<file path="config.mk">
export PLATFORM = sky130hd
export DESIGN_NAME = uswl_ctrl
export DESIGN_NICKNAME = d
export VERILOG_FILES = /design/src/core/uswl_pkg.sv /design/src/core/uswl_ctrl.sv
export SDC_FILE = /design/constraint.sdc
export NUM_CORES = 1
export LEC_CHECK = 0
export BUFFER_PORTS_ARGS = -buffer_cell sky130_fd_sc_hd__buf_2
export CAP_MARGIN = 5
export CELL_PAD_IN_SITES_DETAIL_PLACEMENT = 0
export CELL_PAD_IN_SITES_GLOBAL_PLACEMENT = 1
export CORE_MARGIN = 3
export CORE_UTILIZATION = 49
export CTS_CLUSTER_SIZE = 16
export DETAILED_ROUTE_END_ITERATION = 10
export PLACE_DENSITY_LB_ADDON = 0.1
export REMOVE_ABC_BUFFERS = 1
export SETUP_SLACK_MARGIN = 0.4
export SYNTH_ARGS = -nofsm -noshare
export SYNTH_HDL_FRONTEND = slang
export SYNTH_SLANG_ARGS = --single-unit
</file>
<file path="constraint.sdc">
create_clock -name aclk -period 5 [get_ports aclk]
set_clock_uncertainty 0.1 [all_clocks]
set_input_delay 0.25 -clock aclk [delete_from_list [all_inputs] [get_ports aclk]]
set_output_delay 0.25 -clock aclk [all_outputs]
set_load 0.05 [all_outputs]
</file>
<file path="src/core/uswl_pkg.sv">
package uswl_pkg;
  // register byte offsets
  localparam logic [7:0] OFF_USB_CFG_A    = 8'h00;
  localparam logic [7:0] OFF_USB_CFG_B    = 8'h04;
  localparam logic [7:0] OFF_PM_CTL       = 8'h08;
  localparam logic [7:0] OFF_IDLE_LAT_A   = 8'h0c;
  localparam logic [7:0] OFF_IDLE_LAT_B   = 8'h10;
  localparam logic [7:0] OFF_ACT_LAT_A    = 8'h14;
  localparam logic [7:0] OFF_ACT_LAT_B    = 8'h18;
  localparam logic [7:0] OFF_INACT_A      = 8'h1c;
  localparam logic [7:0] OFF_INACT_B      = 8'h20;
  localparam logic [7:0] OFF_STATUS       = 8'h24;
  // usb_config_reg_a fields
  localparam int BIT_REMOTE_WAKE_SUPPORT  = 0;
  localparam int BIT_LINK_PM_CAPABILITY   = 1;
  // usb_config_reg_b fields
  localparam int BIT_LTM_CFG_ENABLE       = 0;
  // power_mgmt_control_reg fields
  localparam int POS_SUSPEND_LEVEL        = 0;
  localparam int WID_SUSPEND_LEVEL        = 2;
  // latency and reload fields
  localparam int WID_BELT                 = 12;
  localparam int WID_RELOAD               = 16;
  // reset values, and the u2_timeout code for self-initiated U2 entry
  localparam logic [31:0] RST_USB_CFG_A   = 32'h0000_0003;
  localparam logic [31:0] RST_USB_CFG_B   = 32'h0000_0000;
  localparam logic [31:0] RST_PM_CTL      = 32'h0000_0000;
  localparam logic [31:0] RST_LATENCY     = 32'h0000_0000;
  localparam logic [31:0] RST_INACT       = 32'h0000_0000;
  localparam logic [7:0]  U2_TIMEOUT_SELF = 8'hff;
  // timing
  localparam int CLK_PERIOD_NS            = 10;
  localparam int U2_IDLE_MS               = 10;
  localparam int WAKE_RETRY_MS            = 2500;
  localparam int U2_IDLE_CYCLES  = U2_IDLE_MS * (1000000 / CLK_PERIOD_NS);
  localparam int WAKE_RETRY_CYCLES = WAKE_RETRY_MS * (1000000 / CLK_PERIOD_NS);

  typedef enum logic [1:0] {
    USWL_SPD_NONE = 2'b00,
    USWL_SPD_GIG  = 2'b01,
    USWL_SPD_FAST = 2'b10,
    USWL_SPD_SLOW = 2'b11
  } uswl_eth_speed_e;

  typedef enum logic [1:0] {
    USWL_LNK_U0 = 2'b00,
    USWL_LNK_U1 = 2'b01,
    USWL_LNK_U2 = 2'b10,
    USWL_LNK_U3 = 2'b11
  } uswl_link_state_e;

  typedef enum logic [1:0] {
    USWL_WK_IDLE = 2'b00,
    USWL_WK_WAIT = 2'b01,
    USWL_WK_SENT = 2'b10
  } uswl_wake_e;

  // host requests as seen from the device controller
  typedef struct packed {
    logic super_speed;
    logic func_suspend;
    logic func_rwake_en;
    logic dev_rwake_en;
    logic ltm_feature;
    logic host_access;
    logic pkt_pending;
    logic [7:0] u2_timeout;
  } uswl_host_s;

  // internal traffic indications
  typedef struct packed {
    logic bulk_in_empty;
    logic bulk_out_empty;
    logic eth_tx_empty;
    logic eth_rx_empty;
    logic ep_pkt_pending;
    logic eth_frame_rx;
    logic eth_frame_pass;
    logic wake_event;
  } uswl_traffic_s;

  typedef struct packed {
    logic [WID_SUSPEND_LEVEL-1:0] level;
    logic                         apply;
  } uswl_power_s;
endpackage : uswl_pkg

</file>
<file path="src/core/uswl_ctrl.sv">
// Functional notes
// - function suspend honoured only at SuperSpeed
// - suspended in Ux: apply selected power savings
// - remote wake needs suspend option enabled
// - SuperSpeed ignores device remote wakeup selector
// - suspended, timeout 0xFF: U2 after 10 ms
// - wake event in Ux starts U0 transition
// - in U0 after wake send notification
// - resend notification after 2500 ms silence
// - HS/FS wake needs host enable plus support
// - latency messaging enabled by configuration bit
// - idle entry needs all FIFOs empty
// - counter expiry sends idle latency message
// - any FIFO non-empty moves to active
// - reset idle; idle without ethernet link
// - latency chosen per speed, gig default
// - messaging only after host feature enable
// - frame or pending packets: active, U0
// - traffic stop loads reload down-counter
// - new traffic stops counter at once
// - link pm only with capability bit
// - L1 exits on filtered received frame
// - L2 applies suspend power level savings
`timescale 1ns/100ps
`default_nettype none
module uswl_ctrl #(
  parameter int U2_IDLE_CYC    = uswl_pkg::U2_IDLE_CYCLES,
  parameter int WAKE_RETRY_CYC = uswl_pkg::WAKE_RETRY_CYCLES
) (
  input  wire logic                      aclk,
  input  wire logic                      aresetn,
  input  wire logic [7:0]                s_axi_awaddr,
  input  wire logic                      s_axi_awvalid,
  output logic                           s_axi_awready,
  input  wire logic [31:0]               s_axi_wdata,
  input  wire logic [3:0]                s_axi_wstrb,
  input  wire logic                      s_axi_wvalid,
  output logic                           s_axi_wready,
  output logic [1:0]                     s_axi_bresp,
  output logic                           s_axi_bvalid,
  input  wire logic                      s_axi_bready,
  input  wire logic [7:0]                s_axi_araddr,
  input  wire logic                      s_axi_arvalid,
  output logic                           s_axi_arready,
  output logic [31:0]                    s_axi_rdata,
  output logic [1:0]                     s_axi_rresp,
  output logic                           s_axi_rvalid,
  input  wire logic                      s_axi_rready,
  input  wire uswl_pkg::uswl_host_s      host,
  input  wire uswl_pkg::uswl_traffic_s   traffic,
  input  wire uswl_pkg::uswl_link_state_e link_state,
  input  wire logic                      link_l1,
  input  wire logic                      link_l2,
  input  wire uswl_pkg::uswl_eth_speed_e eth_speed,
  output uswl_pkg::uswl_power_s          power,
  output logic                           req_u0,
  output logic                           req_u2,
  output logic                           req_l0,
  output logic                           func_wake_notify,
  output logic                           hs_resume,
  output logic                           ltm_send,
  output logic [uswl_pkg::WID_BELT-1:0]  ltm_belt,
  output logic                           lpm_enable
);
  localparam int WB = uswl_pkg::WID_BELT;
  localparam int WR = uswl_pkg::WID_RELOAD;

  logic [31:0] usb_config_reg_a;
  logic [31:0] usb_config_reg_b;
  logic [31:0] power_mgmt_control_reg;
  logic [31:0] idle_lat_a;
  logic [31:0] idle_lat_b;
  logic [31:0] act_lat_a;
  logic [31:0] act_lat_b;
  logic [31:0] inact_a;
  logic [31:0] inact_b;

  logic            aw_held;
  logic            w_held;
  logic [7:0]      aw_addr;
  logic [31:0]     w_data;
  logic [3:0]      w_strb;
  logic            ltm_active;
  logic [WR-1:0]   inact_cnt;
  logic            inact_run;
  logic [31:0]     u2_cnt;
  logic [31:0]     retry_cnt;
  uswl_pkg::uswl_wake_e wake_st;

  logic remote_wake_support_bit;
  logic link_pm_capability_bit;
  logic ltm_cfg_en;
  assign remote_wake_support_bit = usb_config_reg_a[uswl_pkg::BIT_REMOTE_WAKE_SUPPORT];
  assign link_pm_capability_bit  = usb_config_reg_a[uswl_pkg::BIT_LINK_PM_CAPABILITY];
  assign ltm_cfg_en              = usb_config_reg_b[uswl_pkg::BIT_LTM_CFG_ENABLE];

  // host and traffic come from logic on aclk, so no synchronisers
  logic fs_active;
  logic in_ux;
  logic all_empty;
  logic traffic_now;
  logic wake_ok;
  assign fs_active   = host.super_speed & host.func_suspend;
  assign in_ux       = link_state != uswl_pkg::USWL_LNK_U0;
  assign all_empty   = traffic.bulk_in_empty & traffic.bulk_out_empty &
                       traffic.eth_tx_empty & traffic.eth_rx_empty &
                       ~traffic.ep_pkt_pending & ~host.pkt_pending;
  assign traffic_now = ~all_empty | traffic.eth_frame_rx;
  // SuperSpeed consults only the suspend option
  assign wake_ok     = remote_wake_support_bit &
                       (host.super_speed ? (fs_active & host.func_rwake_en)
                                         : host.dev_rwake_en);

  // per-speed latency and reload selection
  logic [WB-1:0] idle_sel;
  logic [WB-1:0] act_sel;
  logic [WR-1:0] reload_sel;
  always_comb begin
    unique case (eth_speed)
      uswl_pkg::USWL_SPD_FAST: begin
        idle_sel   = idle_lat_a[16 +: WB];
        act_sel    = act_lat_a[16 +: WB];
        reload_sel = inact_a[16 +: WR];
      end
      uswl_pkg::USWL_SPD_SLOW: begin
        idle_sel   = idle_lat_b[0 +: WB];
        act_sel    = act_lat_b[0 +: WB];
        reload_sel = inact_b[0 +: WR];
      end
      default: begin
        idle_sel   = idle_lat_a[0 +: WB];
        act_sel    = act_lat_a[0 +: WB];
        reload_sel = inact_a[0 +: WR];
      end
    endcase
  end

  // AXI4-Lite write: address and data accepted in either order
  logic wr_go;
  assign wr_go = aw_held & w_held & ~s_axi_bvalid;
  always_ff @(posedge aclk) begin
    if (!aresetn) begin
      aw_held       <= 1'b0;
      w_held        <= 1'b0;
      aw_addr       <= 8'h00;
      w_data        <= 32'h0000_0000;
      w_strb        <= 4'h0;
      s_axi_awready <= 1'b0;
      s_axi_wready  <= 1'b0;
      s_axi_bvalid  <= 1'b0;
      s_axi_bresp   <= 2'b00;
    end else begin
      s_axi_awready <= ~aw_held & ~s_axi_awready & s_axi_awvalid;
      s_axi_wready  <= ~w_held & ~s_axi_wready & s_axi_wvalid;
      if (s_axi_awvalid & s_axi_awready) begin
        aw_held <= 1'b1;
        aw_addr <= s_axi_awaddr;
      end
      if (s_axi_wvalid & s_axi_wready) begin
        w_held <= 1'b1;
        w_data <= s_axi_wdata;
        w_strb <= s_axi_wstrb;
      end
      if (wr_go) begin
        aw_held      <= 1'b0;
        w_held       <= 1'b0;
        s_axi_bvalid <= 1'b1;
        s_axi_bresp  <= (aw_addr[7:2] <= uswl_pkg::OFF_INACT_B[7:2]) ? 2'b00 : 2'b10;
      end else if (s_axi_bvalid & s_axi_bready) begin
        s_axi_bvalid <= 1'b0;
      end
    end
  end

  function automatic logic [31:0] merge(input logic [31:0] old, input logic [31:0] nw,
                                        input logic [3:0] st);
    logic [31:0] r;
    r = old;
    for (int i = 0; i < 4; i++) begin
      if (st[i]) r[8*i +: 8] = nw[8*i +: 8];
    end
    return r;
  endfunction : merge

  always_ff @(posedge aclk) begin
    if (!aresetn) begin
      usb_config_reg_a       <= uswl_pkg::RST_USB_CFG_A;
      usb_config_reg_b       <= uswl_pkg::RST_USB_CFG_B;
      power_mgmt_control_reg <= uswl_pkg::RST_PM_CTL;
      idle_lat_a             <= uswl_pkg::RST_LATENCY;
      idle_lat_b             <= uswl_pkg::RST_LATENCY;
      act_lat_a              <= uswl_pkg::RST_LATENCY;
      act_lat_b              <= uswl_pkg::RST_LATENCY;
      inact_a                <= uswl_pkg::RST_INACT;
      inact_b                <= uswl_pkg::RST_INACT;
    end else if (wr_go) begin
      unique case (aw_addr)
        uswl_pkg::OFF_USB_CFG_A:  usb_config_reg_a <= merge(usb_config_reg_a, w_data, w_strb);
        uswl_pkg::OFF_USB_CFG_B:  usb_config_reg_b <= merge(usb_config_reg_b, w_data, w_strb);
        uswl_pkg::OFF_PM_CTL:
          power_mgmt_control_reg <= merge(power_mgmt_control_reg, w_data, w_strb);
        uswl_pkg::OFF_IDLE_LAT_A: idle_lat_a <= merge(idle_lat_a, w_data, w_strb);
        uswl_pkg::OFF_IDLE_LAT_B: idle_lat_b <= merge(idle_lat_b, w_data, w_strb);
        uswl_pkg::OFF_ACT_LAT_A:  act_lat_a  <= merge(act_lat_a, w_data, w_strb);
        uswl_pkg::OFF_ACT_LAT_B:  act_lat_b  <= merge(act_lat_b, w_data, w_strb);
        uswl_pkg::OFF_INACT_A:    inact_a    <= merge(inact_a, w_data, w_strb);
        uswl_pkg::OFF_INACT_B:    inact_b    <= merge(inact_b, w_data, w_strb);
        default: ;
      endcase
    end
  end

  // AXI4-Lite read, one cycle after the address is taken
  logic [31:0] rd_mux;
  always_comb begin
    unique case (s_axi_araddr)
      uswl_pkg::OFF_USB_CFG_A:  rd_mux = usb_config_reg_a;
      uswl_pkg::OFF_USB_CFG_B:  rd_mux = usb_config_reg_b;
      uswl_pkg::OFF_PM_CTL:     rd_mux = power_mgmt_control_reg;
      uswl_pkg::OFF_IDLE_LAT_A: rd_mux = idle_lat_a;
      uswl_pkg::OFF_IDLE_LAT_B: rd_mux = idle_lat_b;
      uswl_pkg::OFF_ACT_LAT_A:  rd_mux = act_lat_a;
      uswl_pkg::OFF_ACT_LAT_B:  rd_mux = act_lat_b;
      uswl_pkg::OFF_INACT_A:    rd_mux = inact_a;
      uswl_pkg::OFF_INACT_B:    rd_mux = inact_b;
      uswl_pkg::OFF_STATUS:
        rd_mux = {26'h000_0000, lpm_enable, ltm_send, wake_st, inact_run, ltm_active};
      default:                  rd_mux = 32'h0000_0000;
    endcase
  end

  always_ff @(posedge aclk) begin
    if (!aresetn) begin
      s_axi_arready <= 1'b0;
      s_axi_rvalid  <= 1'b0;
      s_axi_rdata   <= 32'h0000_0000;
      s_axi_rresp   <= 2'b00;
    end else begin
      s_axi_arready <= ~s_axi_rvalid & ~s_axi_arready & s_axi_arvalid;
      if (s_axi_arvalid & s_axi_arready) begin
        s_axi_rvalid <= 1'b1;
        s_axi_rdata  <= rd_mux;
        s_axi_rresp  <= (s_axi_araddr[7:2] <= uswl_pkg::OFF_STATUS[7:2]) ? 2'b00 : 2'b10;
      end else if (s_axi_rvalid & s_axi_rready) begin
        s_axi_rvalid <= 1'b0;
      end
    end
  end

  // latency messaging state and inactivity down-counter
  logic ltm_on;
  assign ltm_on = ltm_cfg_en & host.ltm_feature;
  always_ff @(posedge aclk) begin
    if (!aresetn) begin
      ltm_active <= 1'b0;
      inact_run  <= 1'b0;
      inact_cnt  <= '0;
      ltm_send   <= 1'b0;
      ltm_belt   <= '0;
    end else begin
      ltm_send <= 1'b0;
      if (eth_speed == uswl_pkg::USWL_SPD_NONE) begin
        ltm_active <= 1'b0;
        inact_run  <= 1'b0;
      end else if (traffic_now) begin
        inact_run <= 1'b0;
        if (!ltm_active) begin
          ltm_active <= 1'b1;
          ltm_send   <= ltm_on;
          ltm_belt   <= act_sel;
        end
      end else if (ltm_active && !inact_run) begin
        inact_run <= 1'b1;
        inact_cnt <= reload_sel;
      end else if (inact_run) begin
        if (inact_cnt == '0) begin
          inact_run  <= 1'b0;
          ltm_active <= 1'b0;
          ltm_send   <= ltm_on;
          ltm_belt   <= idle_sel;
        end else begin
          inact_cnt <= inact_cnt - 1'b1;
        end
      end
    end
  end

  // function remote wake sequence
  always_ff @(posedge aclk) begin
    if (!aresetn) begin
      wake_st          <= uswl_pkg::USWL_WK_IDLE;
      retry_cnt        <= 32'h0000_0000;
      func_wake_notify <= 1'b0;
      hs_resume        <= 1'b0;
    end else begin
      func_wake_notify <= 1'b0;
      hs_resume        <= 1'b0;
      unique case (wake_st)
        uswl_pkg::USWL_WK_IDLE: begin
          if (traffic.wake_event && wake_ok) begin
            if (host.super_speed) wake_st <= uswl_pkg::USWL_WK_WAIT;
            else hs_resume <= 1'b1;
          end
        end
        uswl_pkg::USWL_WK_WAIT: begin
          if (!in_ux) begin
            func_wake_notify <= 1'b1;
            retry_cnt        <= 32'h0000_0000;
            wake_st          <= uswl_pkg::USWL_WK_SENT;
          end
        end
        uswl_pkg::USWL_WK_SENT: begin
          // host access or option cleared ends the sequence
          if (host.host_access || !host.func_rwake_en) begin
            wake_st <= uswl_pkg::USWL_WK_IDLE;
          end else if (retry_cnt == WAKE_RETRY_CYC - 1) begin
            wake_st <= uswl_pkg::USWL_WK_WAIT;
          end else begin
            retry_cnt <= retry_cnt + 32'h0000_0001;
          end
        end
        default: wake_st <= uswl_pkg::USWL_WK_IDLE;
      endcase
    end
  end

  // link requests and power level
  logic pm_on;
  assign pm_on = link_pm_capability_bit & ~host.super_speed;
  always_ff @(posedge aclk) begin
    if (!aresetn) begin
      u2_cnt     <= 32'h0000_0000;
      req_u2     <= 1'b0;
      req_u0     <= 1'b0;
      req_l0     <= 1'b0;
      lpm_enable <= 1'b0;
      power      <= '0;
    end else begin
      lpm_enable <= pm_on;
      req_u0 <= in_ux & host.super_speed & ((wake_st == uswl_pkg::USWL_WK_WAIT)
                | (traffic_now & ~all_empty) | host.pkt_pending | traffic.eth_frame_rx);
      req_l0 <= pm_on & link_l1 & traffic.eth_frame_pass;
      // link inactivity while function suspended
      if (fs_active && host.u2_timeout == uswl_pkg::U2_TIMEOUT_SELF
          && link_state == uswl_pkg::USWL_LNK_U1 && all_empty) begin
        if (u2_cnt == U2_IDLE_CYC - 1) req_u2 <= 1'b1;
        else u2_cnt <= u2_cnt + 32'h0000_0001;
      end else begin
        u2_cnt <= 32'h0000_0000;
        req_u2 <= 1'b0;
      end
      power.level <= power_mgmt_control_reg[uswl_pkg::POS_SUSPEND_LEVEL +: uswl_pkg::WID_SUSPEND_LEVEL];
      power.apply <= (fs_active & in_ux) | (pm_on & link_l2);
    end
  end
endmodule : uswl_ctrl
`default_nettype wire

</file>
==> results.py <==
metrics = {
    "place": {
        "dp_hpwl_mm": 52.5,
        "dpl_cell_area_um2": 23600,
        "finalWeightedCongestion": 0.916,
        "port_buffers": 148,
    },
    "clock_network": {
        "cts_buffer_depth": 3,
        "clk_root_buffer_cell": "clkbuf_16",
        "numCtsBuffers": 52,
        "cts_tree": "built",
        "postCtsSetupRepairBufs": 0,
        "path_clk_slew_ns": 0.05,
        "htree_levels": 2,
        "cts_sinks": 479,
        "clkLatencyLatePin_ns": 0.60,
    },
    "route": {
        "first_iter_violations": 2253,
        "wl_mm": 78.9,
        "avgRoutedWirePerCell_um": 22.6,
        "first_pass_iters": 6,
        "drt.antenna.violating_nets": 0,
        "post-route-drc-count": 0,
        "vias": 21100,
        "vias_per_cell": 6.04,
    },
    "worst_setup_path": {
        "arrival_ns": 4.07,
        "path_class": "reg -> reg",
        "critPathCaptureType": "register",
        "cp_cell_sequence": "or4_1 > or3_4 > or4_4 > a211oi_4 > o211ai_1 > o211a_1",
        "timing.critical_path.slowest_stage_cell": "a211oi_4",
        "cp.required_ns": 5.39,
        "path_max_fanout": 24,
        "cp_slowest_stage_delay_ns": 1.03,
        "startpoint_type": "register",
        "rrSetupSlack_ns": 1.32,
    },
    "synthesis": {
        "synth_seq_area_share": 0.427,
        "yosys_warnings": 0,
        "synth_seq_cells": 479,
        "synth_flop_cell": "dfxtp_1",
        "synth-edff-count": 0,
        "synthDistinctLibCells": 67,
        "syn-cell-area_um2": 22500,
        "syn_inst": 2760,
        "async_reset_ff_frac": 0,
        "postSynthAreaPerCell_um2": 8.14,
    },
    "power_and_ir_drop": {
        "power.total_uw": 8080,
        "peakVddDrop_uv": 224,
        "p_leak_uw": 0.00916,
        "powerDensity_nw_per_um2": 312,
    },
    "timing": {
        "tightestPinTransition_ns": 1.24,
        "max-slew-margin-rel": 0.169,
        "rsz0062_at_grt": "false",
        "hold_viol": 0,
        "finalSetupViolCount": 0,
        "holdWs_ns": 0.0399,
        "max_freq_ghz": 0.272,
        "fin_setup_tns_ns": 0,
        "report.final.slew_viol_count": 0,
        "period_share": 0.736,
        "period_needed_ns": 3.68,
    },
    "global_route": {
        "grt_pass1_vias": 19800,
        "use_met3": 0.0577,
        "antenna_found_initial": 3,
        "gr-usage-all-layers": 0.318,
        "use_met1": 0.442,
        "grt.busiest_layer": "met2",
        "grt_max_degree": 141,
        "overflow": 0,
        "met2_usage": 0.486,
        "grt_pass1_wl_mm": 119,
    },
    "worst_hold_path": {
        "holdCritPathClass": "in -> reg",
    },
    "floorplanning": {
        "die_h_um": 220,
        "rows": 77,
        "die-area_um2": 48500,
        "die_w_um": 220,
        "initial_utilization": 0.502,
        "boundaryPins": 151,
        "core_area_um2": 44800,
    },
    "run_status": {
        "status": "completed",
    },
    "final_layout": {
        "n_fill_cell": 4185,
        "fin_area_um2": 25900,
        "layout.nets": 2962,
        "syn_to_final_growth_pct": 15.3,
        "fin_util": 0.578,
        "drive_gt1_frac": 0.106,
    },
    "run": {
        "cap_viol_max_count": 0,
    },
}
-- routing by layer --
metal  share of wire  wire length (µm)
met2            0.44             34600
met3           0.081              6400
met4           0.042              3340
met1            0.44             34600
met5         0.00028                22
-- cell usage in the layout, fill, tap and decap left out, types with 18 or more instances in the layout --
| master | synthesis | final |
|---|---|---|
| clkbuf_1 | 194 | 23 |
| nor3_1 | 38 | 31 |
| buf_2 | 1 | 147 |
| xnor2_1 | 21 | 21 |
| o211ai_1 | 41 | 41 |
| nand2_1 | 604 | 604 |
| or3_1 | 18 | 18 |
| nand4_1 | 19 | 19 |
| o22ai_1 | 28 | 28 |
| clkbuf_16 | 0 | 53 |
| nand3_1 | 242 | 242 |
| o21ai_0 | 99 | 99 |
| buf_4 | 4 | 47 |
| dfxtp_1 | 479 | 479 |
| dlygate4sd3_1 | 0 | 71 |
| nor4_1 | 22 | 20 |
| a21boi_0 | 309 | 309 |
| a22oi_1 | 35 | 35 |
| nor2_1 | 131 | 129 |
| a21oi_1 | 50 | 50 |
| mux2i_1 | 133 | 133 |
| nor2b_1 | 39 | 39 |
-- path summary, 6_finish.rpt --
kind / from / to / cells after the start
max: inact_cnt[4] / ltm_belt[5] / 6
min: link_state[0] / func_wake_notify / 3
max reg2reg: inact_cnt[4] / ltm_belt[5] / 6
min reg2reg: s_axi_rdata[4] / s_axi_rdata[4] / 2
-- cells by family (layout without fill, tap and decap cells) --
logic type	count (synthesis)	after routing	share of synthesized area
simple gates	1206	1206	0.242
fa+ha+maj	4	4	0.00223
xor+xnor	36	36	0.0140
compound gates	661	661	0.208
flops	479	479	0.427
buf+inv	225	370	0.0386
mux	148	148	0.0678
other cells	1	3	0.000167
-- worst max-delay path: cells and delay by family (launching register included) --
family	cells	cell delay, ns
DFF	1	0.36
AOI/OAI and AO/OA	3	1.48
and+or+nand+nor	3	1.61
-- metrics by stage --
| step | setup WS [ns] | std cells |
|---|---|---|
| 2_1_floorplan | 0.575 | 2547 |
| 3_3_place_gp | 1.44 | 3335 |
| 3_5_place_dp | 1.38 | 3337 |
| 4_1_cts | 1.28 | 3498 |
| 5_1_grt | 1.19 | 3499 |
| 6_report | 1.32 | 3499 |
-- power breakdown --
part	internal, µW	switching (µW)
sequential	3840	49.2
clock	2120	1560
combinational	181	331
-- area by class of cell --
cell class                 instances  area (µm²)  area share
clock inverter                     6        58.8     0.00227
multi-input combinational       2057       12100       0.467
antenna                            1        2.50   0.0000966
inverter                          11        41.3     0.00159
clock buffer                      84        1520      0.0588
sequential                       479        9590       0.370
timing repair buffer             269        1860      0.0717
tap                              592         741      0.0286
-- cells in the mapped netlist (28+ instances only) --
master / number / area share
a21boi_0: 309 / 0.10
a21oi_1: 50 / 0.011
a22oi_1: 35 / 0.012
clkbuf_1: 194 / 0.032
dfxtp_1: 479 / 0.43
mux2i_1: 133 / 0.059
nand2_1: 604 / 0.10
nand3_1: 242 / 0.054
nor2_1: 131 / 0.022
nor2b_1: 39 / 0.011
nor3_1: 38 / 0.0085
o211ai_1: 41 / 0.014
o21ai_0: 99 / 0.022
o22ai_1: 28 / 0.0078
-- what timing repair did --
item | 4_1_cts | 5_1_grt
hold endpoints to repair | 59 | 0
resized for setup | 0 | 0
hold buffers | 71 | 0
Power figures use the tool's default switching activity.
